## src/logic/odet_params.svh

```systemverilog
`ifndef ODET_PARAMS_SVH
`define ODET_PARAMS_SVH

// Register offsets
`define ODET_ADDR_RATE 8'h2C
`define ODET_ADDR_SETUP 8'h3B
`define ODET_ADDR_STATE 8'h3C

// sample_rate_ctrl fields
`define ODET_RATE_LSB 0
`define ODET_RATE_MSB 3
`define ODET_LOWPWR_BIT 4

// position_setup fields
`define ODET_DIV_LSB 0
`define ODET_DIV_MSB 2
`define ODET_SPATIAL_BIT 3
`define ODET_DZ_LSB 4
`define ODET_DZ_MSB 6
`define ODET_IRQ_EN_BIT 7

// position_state fields
`define ODET_SPC_LSB 0
`define ODET_SPC_MSB 2
`define ODET_SPV_BIT 3
`define ODET_FLC_LSB 4
`define ODET_FLC_MSB 5
`define ODET_FLV_BIT 6

// Reset values
`define ODET_RATE_RST 8'h0A
`define ODET_SETUP_RST 8'h00
`define ODET_STATE_RST 8'h00
`define ODET_READ_IDLE 8'h00

// Dead zone scale is Q4: 16 means no dead zone
`define ODET_DZ_ONE 6'h10

`endif

```

## src/logic/odet_pkg.sv

```systemverilog
package odet_pkg;

  typedef logic signed [15:0] odet_axis_t;

  typedef enum logic [1:0] {
    ODET_FLAT_XPOS,
    ODET_FLAT_XNEG,
    ODET_FLAT_YPOS,
    ODET_FLAT_YNEG
  } odet_flat_t;

  typedef enum logic [2:0] {
    ODET_FACE_FRONT,
    ODET_FACE_BACK,
    ODET_FACE_LEFT,
    ODET_FACE_RIGHT,
    ODET_FACE_TOP,
    ODET_FACE_BOTTOM
  } odet_face_t;

endpackage : odet_pkg

```

## src/logic/odet_orientation_detector.sv

```systemverilog
`include "odet_params.svh"

module odet_orientation_detector (
  input wire logic i_ref_clk,
  input wire logic i_rst_b,
  input wire logic i_sample_valid,
  input wire logic signed [15:0] i_accel_x,
  input wire logic signed [15:0] i_accel_y,
  input wire logic signed [15:0] i_accel_z,
  input wire logic i_standby,
  input wire logic i_reg_wr,
  input wire logic i_reg_rd,
  input wire logic [7:0] i_reg_addr,
  input wire logic [7:0] i_reg_wdata,
  output logic [7:0] o_reg_rdata,
  output logic [3:0] o_output_sample_rate,
  output logic o_low_power,
  output logic o_orient_event
);

  logic [7:0] rate_q;
  logic [7:0] rate_d;
  logic [7:0] setup_q;
  logic [7:0] setup_d;
  logic [7:0] state_q;
  logic [7:0] state_d;
  logic [7:0] rdata_q;
  logic [7:0] rdata_d;
  logic pend_q;
  logic pend_d;
  logic [1:0] last_flat_q;
  logic [1:0] last_flat_d;
  logic [2:0] last_face_q;
  logic [2:0] last_face_d;
  logic face_known_q;
  logic face_known_d;
  logic func_rst;
  logic rate_wr;
  logic state_rd;
  logic take;
  logic [2:0] div;
  logic [5:0] dz_k;
  odet_pkg::odet_axis_t filt_q [3];
  odet_pkg::odet_axis_t filt_d [3];
  odet_pkg::odet_axis_t raw [3];
  logic [15:0] mag [3];
  logic x_over_y;
  logic y_over_x;
  logic x_over_z;
  logic y_over_z;
  logic z_over_x;
  logic z_over_y;
  logic flat_valid;
  logic spatial_valid;
  logic [1:0] flat_code;
  logic [2:0] face_code;
  logic ev_flat;
  logic ev_face;
  logic evt;

  assign raw[0] = i_accel_x;
  assign raw[1] = i_accel_y;
  assign raw[2] = i_accel_z;
  assign rate_wr = i_reg_wr && (i_reg_addr == `ODET_ADDR_RATE);
  assign state_rd = i_reg_rd && (i_reg_addr == `ODET_ADDR_STATE);
  assign func_rst = rate_wr || i_standby;
  assign take = i_sample_valid && !func_rst;
  assign div = setup_q[`ODET_DIV_MSB:`ODET_DIV_LSB];

  // Single-pole IIR; 4-bit shift so code 7 cannot wrap to no filter
  genvar g;
  generate
    for (g = 0; g < 3; g++)
    begin : g_axis
      logic signed [16:0] diff;
      logic signed [16:0] step;
      always_comb
      begin
        diff = 17'(raw[g]) - 17'(filt_q[g]);
        step = diff >>> (4'(div) + 4'h1);
        filt_d[g] = filt_q[g];
        if (func_rst)
          filt_d[g] = 16'sh0000;
        else if (take)
          filt_d[g] = 16'(17'(filt_q[g]) + step);
      end
      always_ff @(posedge i_ref_clk or negedge i_rst_b)
      begin
        if (!i_rst_b)
          filt_q[g] <= 16'sh0000;
        else
          filt_q[g] <= filt_d[g];
      end
      // Magnitude of the next filtered value; min value gives exact 16'h8000
      assign mag[g] = filt_d[g][15] ? 16'(-17'(filt_d[g])) :
                      filt_d[g];
    end
  endgenerate

  // Scale tan(45 deg + half dead zone) in Q4, zero angle at code 0
  always_comb
  begin
    unique case (setup_q[`ODET_DZ_MSB:`ODET_DZ_LSB])
      3'h0: dz_k = `ODET_DZ_ONE;
      3'h1: dz_k = 6'h12;
      3'h2: dz_k = 6'h14;
      3'h3: dz_k = 6'h16;
      3'h4: dz_k = 6'h18;
      3'h5: dz_k = 6'h1B;
      3'h6: dz_k = 6'h1E;
      3'h7: dz_k = 6'h22;
    endcase
  end

  // Symmetric ratio test keeps the invalid band centred on the bisector
  function automatic logic beats(input logic [15:0] a,
                                 input logic [15:0] b,
                                 input logic [5:0] k);
    logic [21:0] lhs;
    logic [21:0] rhs;
    lhs = {a, 6'h00} >> 2;
    rhs = 22'(b) * 22'(k);
    return lhs > rhs;
  endfunction : beats

  always_comb
  begin
    x_over_y = beats(mag[0], mag[1], dz_k);
    y_over_x = beats(mag[1], mag[0], dz_k);
    x_over_z = beats(mag[0], mag[2], dz_k);
    y_over_z = beats(mag[1], mag[2], dz_k);
    z_over_x = beats(mag[2], mag[0], dz_k);
    z_over_y = beats(mag[2], mag[1], dz_k);
    flat_valid = x_over_y || y_over_x;
    flat_code = 2'(odet_pkg::ODET_FLAT_XPOS);
    if (x_over_y)
      flat_code = filt_d[0][15] ? 2'(odet_pkg::ODET_FLAT_XNEG) :
                  2'(odet_pkg::ODET_FLAT_XPOS);
    else if (y_over_x)
      flat_code = filt_d[1][15] ? 2'(odet_pkg::ODET_FLAT_YNEG) :
                  2'(odet_pkg::ODET_FLAT_YPOS);
    spatial_valid = 1'b1;
    face_code = 3'(odet_pkg::ODET_FACE_FRONT);
    if (x_over_y && x_over_z)
      face_code = filt_d[0][15] ? 3'(odet_pkg::ODET_FACE_BACK) :
                  3'(odet_pkg::ODET_FACE_FRONT);
    else if (y_over_x && y_over_z)
      face_code = filt_d[1][15] ? 3'(odet_pkg::ODET_FACE_RIGHT) :
                  3'(odet_pkg::ODET_FACE_LEFT);
    else if (z_over_x && z_over_y)
      face_code = filt_d[2][15] ? 3'(odet_pkg::ODET_FACE_BOTTOM) :
                  3'(odet_pkg::ODET_FACE_TOP);
    else
      spatial_valid = 1'b0;
    if (!flat_valid)
      flat_code = 2'h0;
    // Default flat is +X, so reset-time +X raises nothing
    ev_flat = flat_valid && (flat_code != last_flat_q);
    ev_face = spatial_valid &&
              (!face_known_q || face_code != last_face_q);
    evt = take && setup_q[`ODET_IRQ_EN_BIT] &&
          (setup_q[`ODET_SPATIAL_BIT] ? ev_face : ev_flat);
  end

  always_comb
  begin
    rate_d = rate_q;
    setup_d = setup_q;
    state_d = state_q;
    last_flat_d = last_flat_q;
    last_face_d = last_face_q;
    face_known_d = face_known_q;
    pend_d = pend_q;
    rdata_d = `ODET_READ_IDLE;
    if (rate_wr)
      rate_d = i_reg_wdata;
    if (i_reg_wr && i_reg_addr == `ODET_ADDR_SETUP)
      setup_d = i_reg_wdata;
    if (i_reg_rd)
    begin
      unique case (i_reg_addr)
        `ODET_ADDR_RATE: rdata_d = rate_q;
        `ODET_ADDR_SETUP: rdata_d = setup_q;
        `ODET_ADDR_STATE: rdata_d = state_q;
        default: rdata_d = `ODET_READ_IDLE;
      endcase
    end
    if (func_rst)
    begin
      state_d = `ODET_STATE_RST;
      last_flat_d = 2'(odet_pkg::ODET_FLAT_XPOS);
      face_known_d = 1'b0;
    end
    else if (take)
    begin
      // One byte write keeps codes and flags coherent
      state_d = 8'h00;
      state_d[`ODET_FLV_BIT] = flat_valid;
      state_d[`ODET_FLC_MSB:`ODET_FLC_LSB] = flat_code;
      state_d[`ODET_SPV_BIT] = spatial_valid;
      state_d[`ODET_SPC_MSB:`ODET_SPC_LSB] =
        spatial_valid ? face_code : 3'h0;
      if (flat_valid)
        last_flat_d = flat_code;
      if (spatial_valid)
      begin
        last_face_d = face_code;
        face_known_d = 1'b1;
      end
    end
    // Status read acknowledges; a same-cycle event still wins
    if (state_rd)
      pend_d = 1'b0;
    if (evt)
      pend_d = 1'b1;
  end

  always_ff @(posedge i_ref_clk or negedge i_rst_b)
  begin
    if (!i_rst_b)
    begin
      rate_q <= `ODET_RATE_RST;
      setup_q <= `ODET_SETUP_RST;
      state_q <= `ODET_STATE_RST;
      rdata_q <= `ODET_READ_IDLE;
      pend_q <= 1'b0;
      last_flat_q <= 2'h0;
      last_face_q <= 3'h0;
      face_known_q <= 1'b0;
    end
    else
    begin
      rate_q <= rate_d;
      setup_q <= setup_d;
      state_q <= state_d;
      rdata_q <= rdata_d;
      pend_q <= pend_d;
      last_flat_q <= last_flat_d;
      last_face_q <= last_face_d;
      face_known_q <= face_known_d;
    end
  end

  assign o_reg_rdata = rdata_q;
  assign o_output_sample_rate = rate_q[`ODET_RATE_MSB:`ODET_RATE_LSB];
  assign o_low_power = rate_q[`ODET_LOWPWR_BIT];
  assign o_orient_event = pend_q;
endmodule : odet_orientation_detector

```

## config.mk

```make
export PLATFORM = sky130hd
export DESIGN_NAME = odet_orientation_detector
export DESIGN_NICKNAME = d
export VERILOG_FILES = /design/src/logic/odet_pkg.sv /design/src/logic/odet_orientation_detector.sv
export VERILOG_INCLUDE_DIRS = /design/src /design/src/logic
export SDC_FILE = /design/constraint.sdc
export NUM_CORES = 1
export LEC_CHECK = 0
export ABC_AREA = 1
export BUFFER_PORTS_ARGS = -buffer_cell sky130_fd_sc_hd__buf_2
export CORE_ASPECT_RATIO = 0.6
export CORE_MARGIN = 2
export CORE_UTILIZATION = 37
export CTS_CLUSTER_SIZE = 25
export DETAILED_ROUTE_END_ITERATION = 10
export GPL_TIMING_DRIVEN = 0
export PLACE_DENSITY = 0.61
export SLEW_MARGIN = 10
export SYNTH_ARGS = -nofsm -noshare
export SYNTH_HDL_FRONTEND = slang
export SYNTH_SLANG_ARGS = --single-unit
```

## constraint.sdc

```tcl
create_clock -name i_ref_clk -period 13.9 [get_ports i_ref_clk]
set_input_delay 2.78 -clock i_ref_clk [delete_from_list [all_inputs] [get_ports i_ref_clk]]
set_output_delay 2.78 -clock i_ref_clk [all_outputs]
set_load 0.1 [all_outputs]
```

* Word level (Yosys, flattened, before mapping)
Memory sizes are Yosys's and may differ from the RTL's.
Cells that the tools add are included.
** Cells by class
- Bitwise operators :: 1
- Multiplexer cells :: 37
- Add/subtract/negate cells :: 10
- Reduce and logical (&&, ||, !) cells :: 23
- Equality and inequality tests :: 5
- $mul :: 3
- Shifts and indexed selects :: 3
- Order comparisons :: 6
** Operator list (count)
- 2-to-1 mux 16 bit :: 9
- greater-than comparator 20 x 22 -> 1 bit :: 6
- multiplier 16 x 6 -> 22 bit :: 3
- >>> shifter 17 x 4 -> 16 bit :: 3
- subtractor 16 x 16 -> 17 bit :: 3
- adder 16 bit :: 3
- negator 16 bit :: 3
- == test 8 x 6 -> 1 bit (second input constant) :: 3
- 2-to-1 mux 8 bit :: 3
- one-hot mux 8 bit (3 select lines) :: 1
- 2-to-1 mux 1 bit :: 14
- 2-to-1 mux 2 bit :: 6
- 2-to-1 mux 3 bit :: 4
- logical AND 1 bit :: 11
- nonzero test 2 bit :: 4
- adder 3 x 1 -> 4 bit (second input constant) :: 1
- AND reduction 2 bit :: 2
- logical OR 1 bit :: 3
- inequality test 3 bit :: 1
- AND reduction 3 bit :: 1
- logical NOT 1 bit :: 2
- inequality test 2 bit :: 1
- NOT 1 bit :: 1
** Storage, ports and cells
- Output and inout bits :: 14
- Memory bits (read-only) :: 48
- Word-level logic and storage cells :: 100
- Memories :: 1
- Register bits after elaboration :: 87
** Memories
- (name not given) :: depth 8, width 6, read ports 1, clocked after memory_dff 0, wr ports 0, RTL line odet_orientation_detector.sv:103 : unique case (setup_q[`ODET_DZ_MSB:`ODET_DZ_LSB])

* Longest topological paths before layout
- Depth after elaboration :: 21
- Gate-level depth with buffers :: 77

* Worst setup path before layout
No wires, ideal clock.
- Path kind :: input -> register
- From :: input i_accel_y[0]
- To :: register pend_q (netlist: o_orient_event)
- Setup slack :: 1831 ps
- Library setup time :: 122 ps
- Arrival time :: 11948 ps
- Cell stages on the path :: 69
- Required time :: 13778 ps
- Path buffers :: 1
- Cell sequence :: inv_1 > ha_1 > fa_1 > nand3b_1 > nand2_1 > nand2_1 > nand2_2 > a21oi_1 > o21bai_1 > xor2_1 > o21ai_0 > nand2_1 > o21ai_0 > nand2_1 > o21ai_0 > o21ai_0 > inv_1 > ha_1 > [33 not listed] > inv_1 > nand4_1 > nor4_1 > nand3_1 > nand2_1 > inv_2 > nand3_4 > nand2_1 > inv_1 > nand2_2 > nand2_1 > nand2_1 > nand2_1 > nand2_1 > nand2_1 > nand2_1 > nand2_1 > nand2_1
** Between the ends
- Word-level cells in the longest chain between the ends :: 19
- Elaborated cells on any way between the ends :: 36
** RTL lines
- start: declaration :: RTL line odet_orientation_detector.sv:8 : input wire logic signed [15:0] i_accel_y,
- subtractor 16 x 16 -> 17 bit * :: RTL line odet_orientation_detector.sv:79 : diff = 17'(raw[g]) - 17'(filt_q[g]);
- >>> shifter 17 x 4 -> 16 bit * :: RTL line odet_orientation_detector.sv:80 : step = diff >>> (4'(div) + 4'h1);
- adder 16 bit * :: RTL line odet_orientation_detector.sv:85 : filt_d[g] = 16'(17'(filt_q[g]) + step);
- 2-to-1 mux 16 bit * :: RTL line odet_orientation_detector.sv:84 : else if (take)
- 2-to-1 mux 16 bit * :: RTL line odet_orientation_detector.sv:82 : if (func_rst)
- negator 16 bit :: RTL line odet_orientation_detector.sv:95 : assign mag[g] = filt_d[g][15] ? 16'(-17'(filt_d[g])) :
- 2-to-1 mux 16 bit :: RTL line odet_orientation_detector.sv:95
- multiplier 16 x 6 -> 22 bit :: RTL line odet_orientation_detector.sv:122 : rhs = 22'(b) * 22'(k);
- [3 not listed]
- 2-to-1 mux 3 bit :: RTL line odet_orientation_detector.sv:147 : else if (y_over_x && y_over_z)
- 2-to-1 mux 3 bit :: RTL line odet_orientation_detector.sv:144 : if (x_over_y && x_over_z)
- inequality test 3 bit :: RTL line odet_orientation_detector.sv:160 : (!face_known_q || face_code != last_face_q);
- logical OR 1 bit :: RTL line odet_orientation_detector.sv:160
- logical AND 1 bit :: RTL line odet_orientation_detector.sv:159 : ev_face = spatial_valid &&
- 2-to-1 mux 1 bit * :: RTL line odet_orientation_detector.sv:162 : (setup_q[`ODET_SPATIAL_BIT] ? ev_face : ev_flat);
- logical AND 1 bit * :: RTL line odet_orientation_detector.sv:161 : evt = take && setup_q[`ODET_IRQ_EN_BIT] &&
- 2-to-1 mux 1 bit / nonzero test 2 bit (equally long branches)
- end signal: assignment :: RTL line odet_orientation_detector.sv:237 : pend_q <= pend_d;
- end: declaration :: RTL line odet_orientation_detector.sv:29 : logic pend_q;
Every way passes the cells marked *; elsewhere a longest branch is shown, timed or not.
A chain may end at the register's enable or synchronous reset.

* Final worst setup path
- From :: input i_accel_x[0]
- To :: register pend_q (netlist: o_orient_event)
** Between the ends
- Word-level cells in the longest chain between the ends :: 19
- Elaborated cells on any way between the ends :: 36
** RTL lines
- start: declaration :: RTL line odet_orientation_detector.sv:7 : input wire logic signed [15:0] i_accel_x,
- subtractor 16 x 16 -> 17 bit * :: RTL line odet_orientation_detector.sv:79
- >>> shifter 17 x 4 -> 16 bit * :: RTL line odet_orientation_detector.sv:80
- adder 16 bit * :: RTL line odet_orientation_detector.sv:85
- 2-to-1 mux 16 bit * :: RTL line odet_orientation_detector.sv:84
- 2-to-1 mux 16 bit * :: RTL line odet_orientation_detector.sv:82
- negator 16 bit :: RTL line odet_orientation_detector.sv:95
- 2-to-1 mux 16 bit :: RTL line odet_orientation_detector.sv:95
- multiplier 16 x 6 -> 22 bit :: RTL line odet_orientation_detector.sv:122
- [3 not listed]
- 2-to-1 mux 3 bit :: RTL line odet_orientation_detector.sv:147
- 2-to-1 mux 3 bit :: RTL line odet_orientation_detector.sv:144
- inequality test 3 bit :: RTL line odet_orientation_detector.sv:160
- logical OR 1 bit :: RTL line odet_orientation_detector.sv:160
- logical AND 1 bit :: RTL line odet_orientation_detector.sv:159
- 2-to-1 mux 1 bit * :: RTL line odet_orientation_detector.sv:162
- logical AND 1 bit * :: RTL line odet_orientation_detector.sv:161
- 2-to-1 mux 1 bit / nonzero test 2 bit (equally long branches)
Marks and branches as above.

==> results.toml <==
[status]
status = "finished, final reports clean"

[layout]
n_fill_cell = 6239
area_growth_pct = 13.9
mostFrequentLayoutCell = "nand2_1"
final_cells = 4272
nNetsFinal = 4016
drive_gt1_share_pct = 11.8
final_core_util_pct = 42.8
mostFrequentLayoutCells = "675 x nand2_1, 613 x inv_1, 365 x nor2_1"
antennaDiodeCount = 0

[floorplanning]
io_pins = 84
start_util_pct = 37.6
num_rows = 69
die_w_um = 321
die_y_um = 194
die_area_um2 = 62500
core_um2 = 59500

[clock_tree]
cts_tree = "yes"
cts.sink_count = 86
cts-root-buf = "clkbuf_16"
cts_buffers = 9
clkLatencyLatePin_ns = 0.38
clk_path_buf_depth = 2
cts_hold_buf = 0
cts.clk_slew.worst_paths_ns = 0.08
htree_levels = 3

[setup_path]
arrival_ns = 13.49
cp_slowest_cell = "fa_1"
start_kind = "input pin"
crit_family = "simple AND/OR/NAND/NOR gates"
cp.required_ns = 14.16
path_max_fanout = 5
end_kind = "flip-flop"
worst-setup-path-type = "input pin to flip-flop"
slowest_delay_ns = 0.59
path_buf_inv = 13
crit_top_cell = "nand2_1"

[power]
leakage_nw = 13.5
internal_power_mw = 2.12
p_sw_share_pct = 62.5
p_switching_mw = 3.54
seqPwrFrac_pct = 6.0
p_per_area_nw_per_um2 = 222
p_total_mw = 5.66
p_clk_share_pct = 4.5
comb_power_share_pct = 89.5
ir_drop_mv = 0.115

[timing]
hold_violations = 0
final.setup.tns_ns = 0
fmax_mhz = 75.6
setup_slack_ns = 0.679
slew_headroom_pct = 13.7
maxSlewViolCount = 0
setup_violations = 0
fin_crit_sh_pct = 95.1
skew_ns = 0.0103
min_period_ns = 13.22
tightest_slew_ns = 1.29

[detailed_routing]
viasPerCell = 5.29
first_pass_iters = 5
drcViolationCount = 0
vias = 22600
postRouteAntennaNets = 0
routedWlPerCell_um = 19.2
wirelength_um = 81900
initialDrtViolationCount = 2266

[grt]
track_usage_pct = 26.0
grt_pass1_vias = 20900
grt_pass1_wl_um = 124000
overflow = 0
antenna_found_initial = 3
grt_max_degree = 61

[synthesis]
netlist.area_leader.share_pct = 15.8
yosys.area.top_type = "fa_1"
synthesis.nets = 3864
syn_avg_cell_area_um2 = 6.71
synth_cells = 3334
async_reset_ff_share_pct = 100
synth_ff_type = "dfrtp_1"
synth_edf_count = 0
yosys_warnings = 0
ys_ff_latch = 86
ys_seq_area_share_pct = 9.64
ys_top_cells_by_area = "fa_1 16%, ha_1 16%, nand2_1 11%, inv_1 10%, dfrtp_1 9.4%"
synth_cell_types = 68
syn_area_um2 = 22400

[placement]
dp.cells = 4198
place_congestion = 1.01
numPortBuffers = 82
dpl.hpwl_um = 70200
place_ws_ns = -0.920

[flow_run]
maxCapViolCount = 0

[worst_hold_path]
hold_class = "flip-flop to flip-flop"
[logic make-up after synthesis]
| family | after synthesis | share of synthesized area, % |
|---|---|---|
| AND/OR/NAND/NOR | 1352 | 25.9 |
| buffers and inverters | 724 | 12.5 |
| AO/OA/AOI/OAI | 552 | 13.9 |
| adder cells (fa/ha/maj) | 460 | 31.7 |
| XOR/XNOR | 144 | 5.64 |
| flip-flops | 86 | 9.64 |
| multiplexers | 16 | 0.761 |
[synthesized netlist by cell type (4+ instances only)]
master,n
nand2_1,684
inv_1,622
nor2_1,377
ha_1,283
a21oi_1,213
o21ai_0,202
fa_1,177
nand3_1,144
xor2_1,103
dfrtp_1,84
clkbuf_1,61
xnor2_1,41
nand4_1,37
a31oi_1,28
nor3_1,28
o211ai_1,16
nand2_2,14
o21bai_1,14
o221ai_1,13
o31ai_1,13
inv_2,12
a211oi_1,11
nor2_2,9
nor4_1,9
mux2_2,8
mux2i_1,8
a21o_1,7
clkinv_1,7
nand3b_1,7
o21ai_1,7
o22ai_1,7
buf_1,6
buf_4,6
or2_2,6
nand2_4,5
nor2_4,5
buf_2,4
buf_6,4
o21ai_2,4
[metal layers]
| layer | GRT usage [%] | vias up | wire length, µm |
|---|---|---|---|
| met1 | 42.0 | 10700 | 42000 |
| met4 | 2.01 | 0 | 472 |
| met2 | 30.1 | 965 | 27000 |
| met5 | 0 | - | 0 |
| li1 | - | 10900 | - |
| met3 | 13.0 | 39 | 12400 |
[through the flow]
| stage | area [µm²] | hold WS [ns] |
|---|---|---|
| CTS | 24200 | 0.506 |
| floorplan | 22400 | 0.450 |
| global placement | 23700 | 0.476 |
| global route | 25500 | 0.525 |
| detailed placement | 23800 | 0.485 |
| finish | 25500 | 0.510 |
[power by group through the flow]
| stage | combinational [mW] | clock, mW | sequential (mW) |
|---|---|---|---|
| 6_report | 5.06 | 0.256 | 0.342 |
| 5_1_grt | 5.67 | 0.271 | 0.346 |
| 4_1_cts | 4.57 | 0.257 | 0.340 |
| 3_5_place_dp | 4.52 | 0 | 0.344 |
| 3_3_place_gp | 4.51 | 0 | 0.345 |
| 2_1_floorplan | 3.26 | 0 | 0.339 |
[state kept, by name (all words and copies together) (netlist names)]
register	cells
last_face_q	3
face_known_q	1
o_orient_event	1
last_flat_q	2
o_reg_rdata	8
rate_q	8
state_q	7
filt_q	48
setup_q	8
[path summary, 6_finish.rpt]
check                                            from                          to  slack [ns]  depth (start not counted)
setup reg to reg               setup_q[0]$_DFFE_PN0P_  o_orient_event$_DFFE_PN0P_        1.83                         50
max in group asynchronous                     i_rst_b        filt_q[40]$_DFF_PN0_       10.91                          2
min in group asynchronous                     i_rst_b      setup_q[1]$_DFFE_PN0P_        2.31                          1
hold reg to reg            last_face_q[1]$_DFFE_PN0P_  last_face_q[1]$_DFFE_PN0P_        0.51                          2
setup / recovery                         i_accel_x[0]  o_orient_event$_DFFE_PN0P_        0.68                         73
hold / removal             last_face_q[1]$_DFFE_PN0P_  last_face_q[1]$_DFFE_PN0P_        0.51                          2
[worst min-delay path: cells and delay by family, from the launching register on]
kind             cells  cell delay, ns
DFF                  1            0.38
and+or+nand+nor      2            0.11
[what timing repair did]
action | in CTS | in global routing
cloned | 0 | 3
gates resized for setup | 17 | 221
pin swaps | 0 | 37
setup buffers | 0 | 55
endpoints found under the setup margin | 14 | 14
[final cells by class]
cell class / instances / area [µm²] / share of cell area (%)
multi-input combinational: 2525 / 18300 / 72.0
sequential: 86 / 2150 / 8.46
tap: 781 / 977 / 3.84
buffer: 82 / 392 / 1.54
inverter: 642 / 2440 / 9.59
timing repair inverter: 2 / 12.5 / 0.0491
clock inverter: 6 / 53.8 / 0.211
timing repair buffer: 138 / 866 / 3.40
clock buffer: 10 / 239 / 0.938
Note: power is estimated with default switching activity, not from simulation.
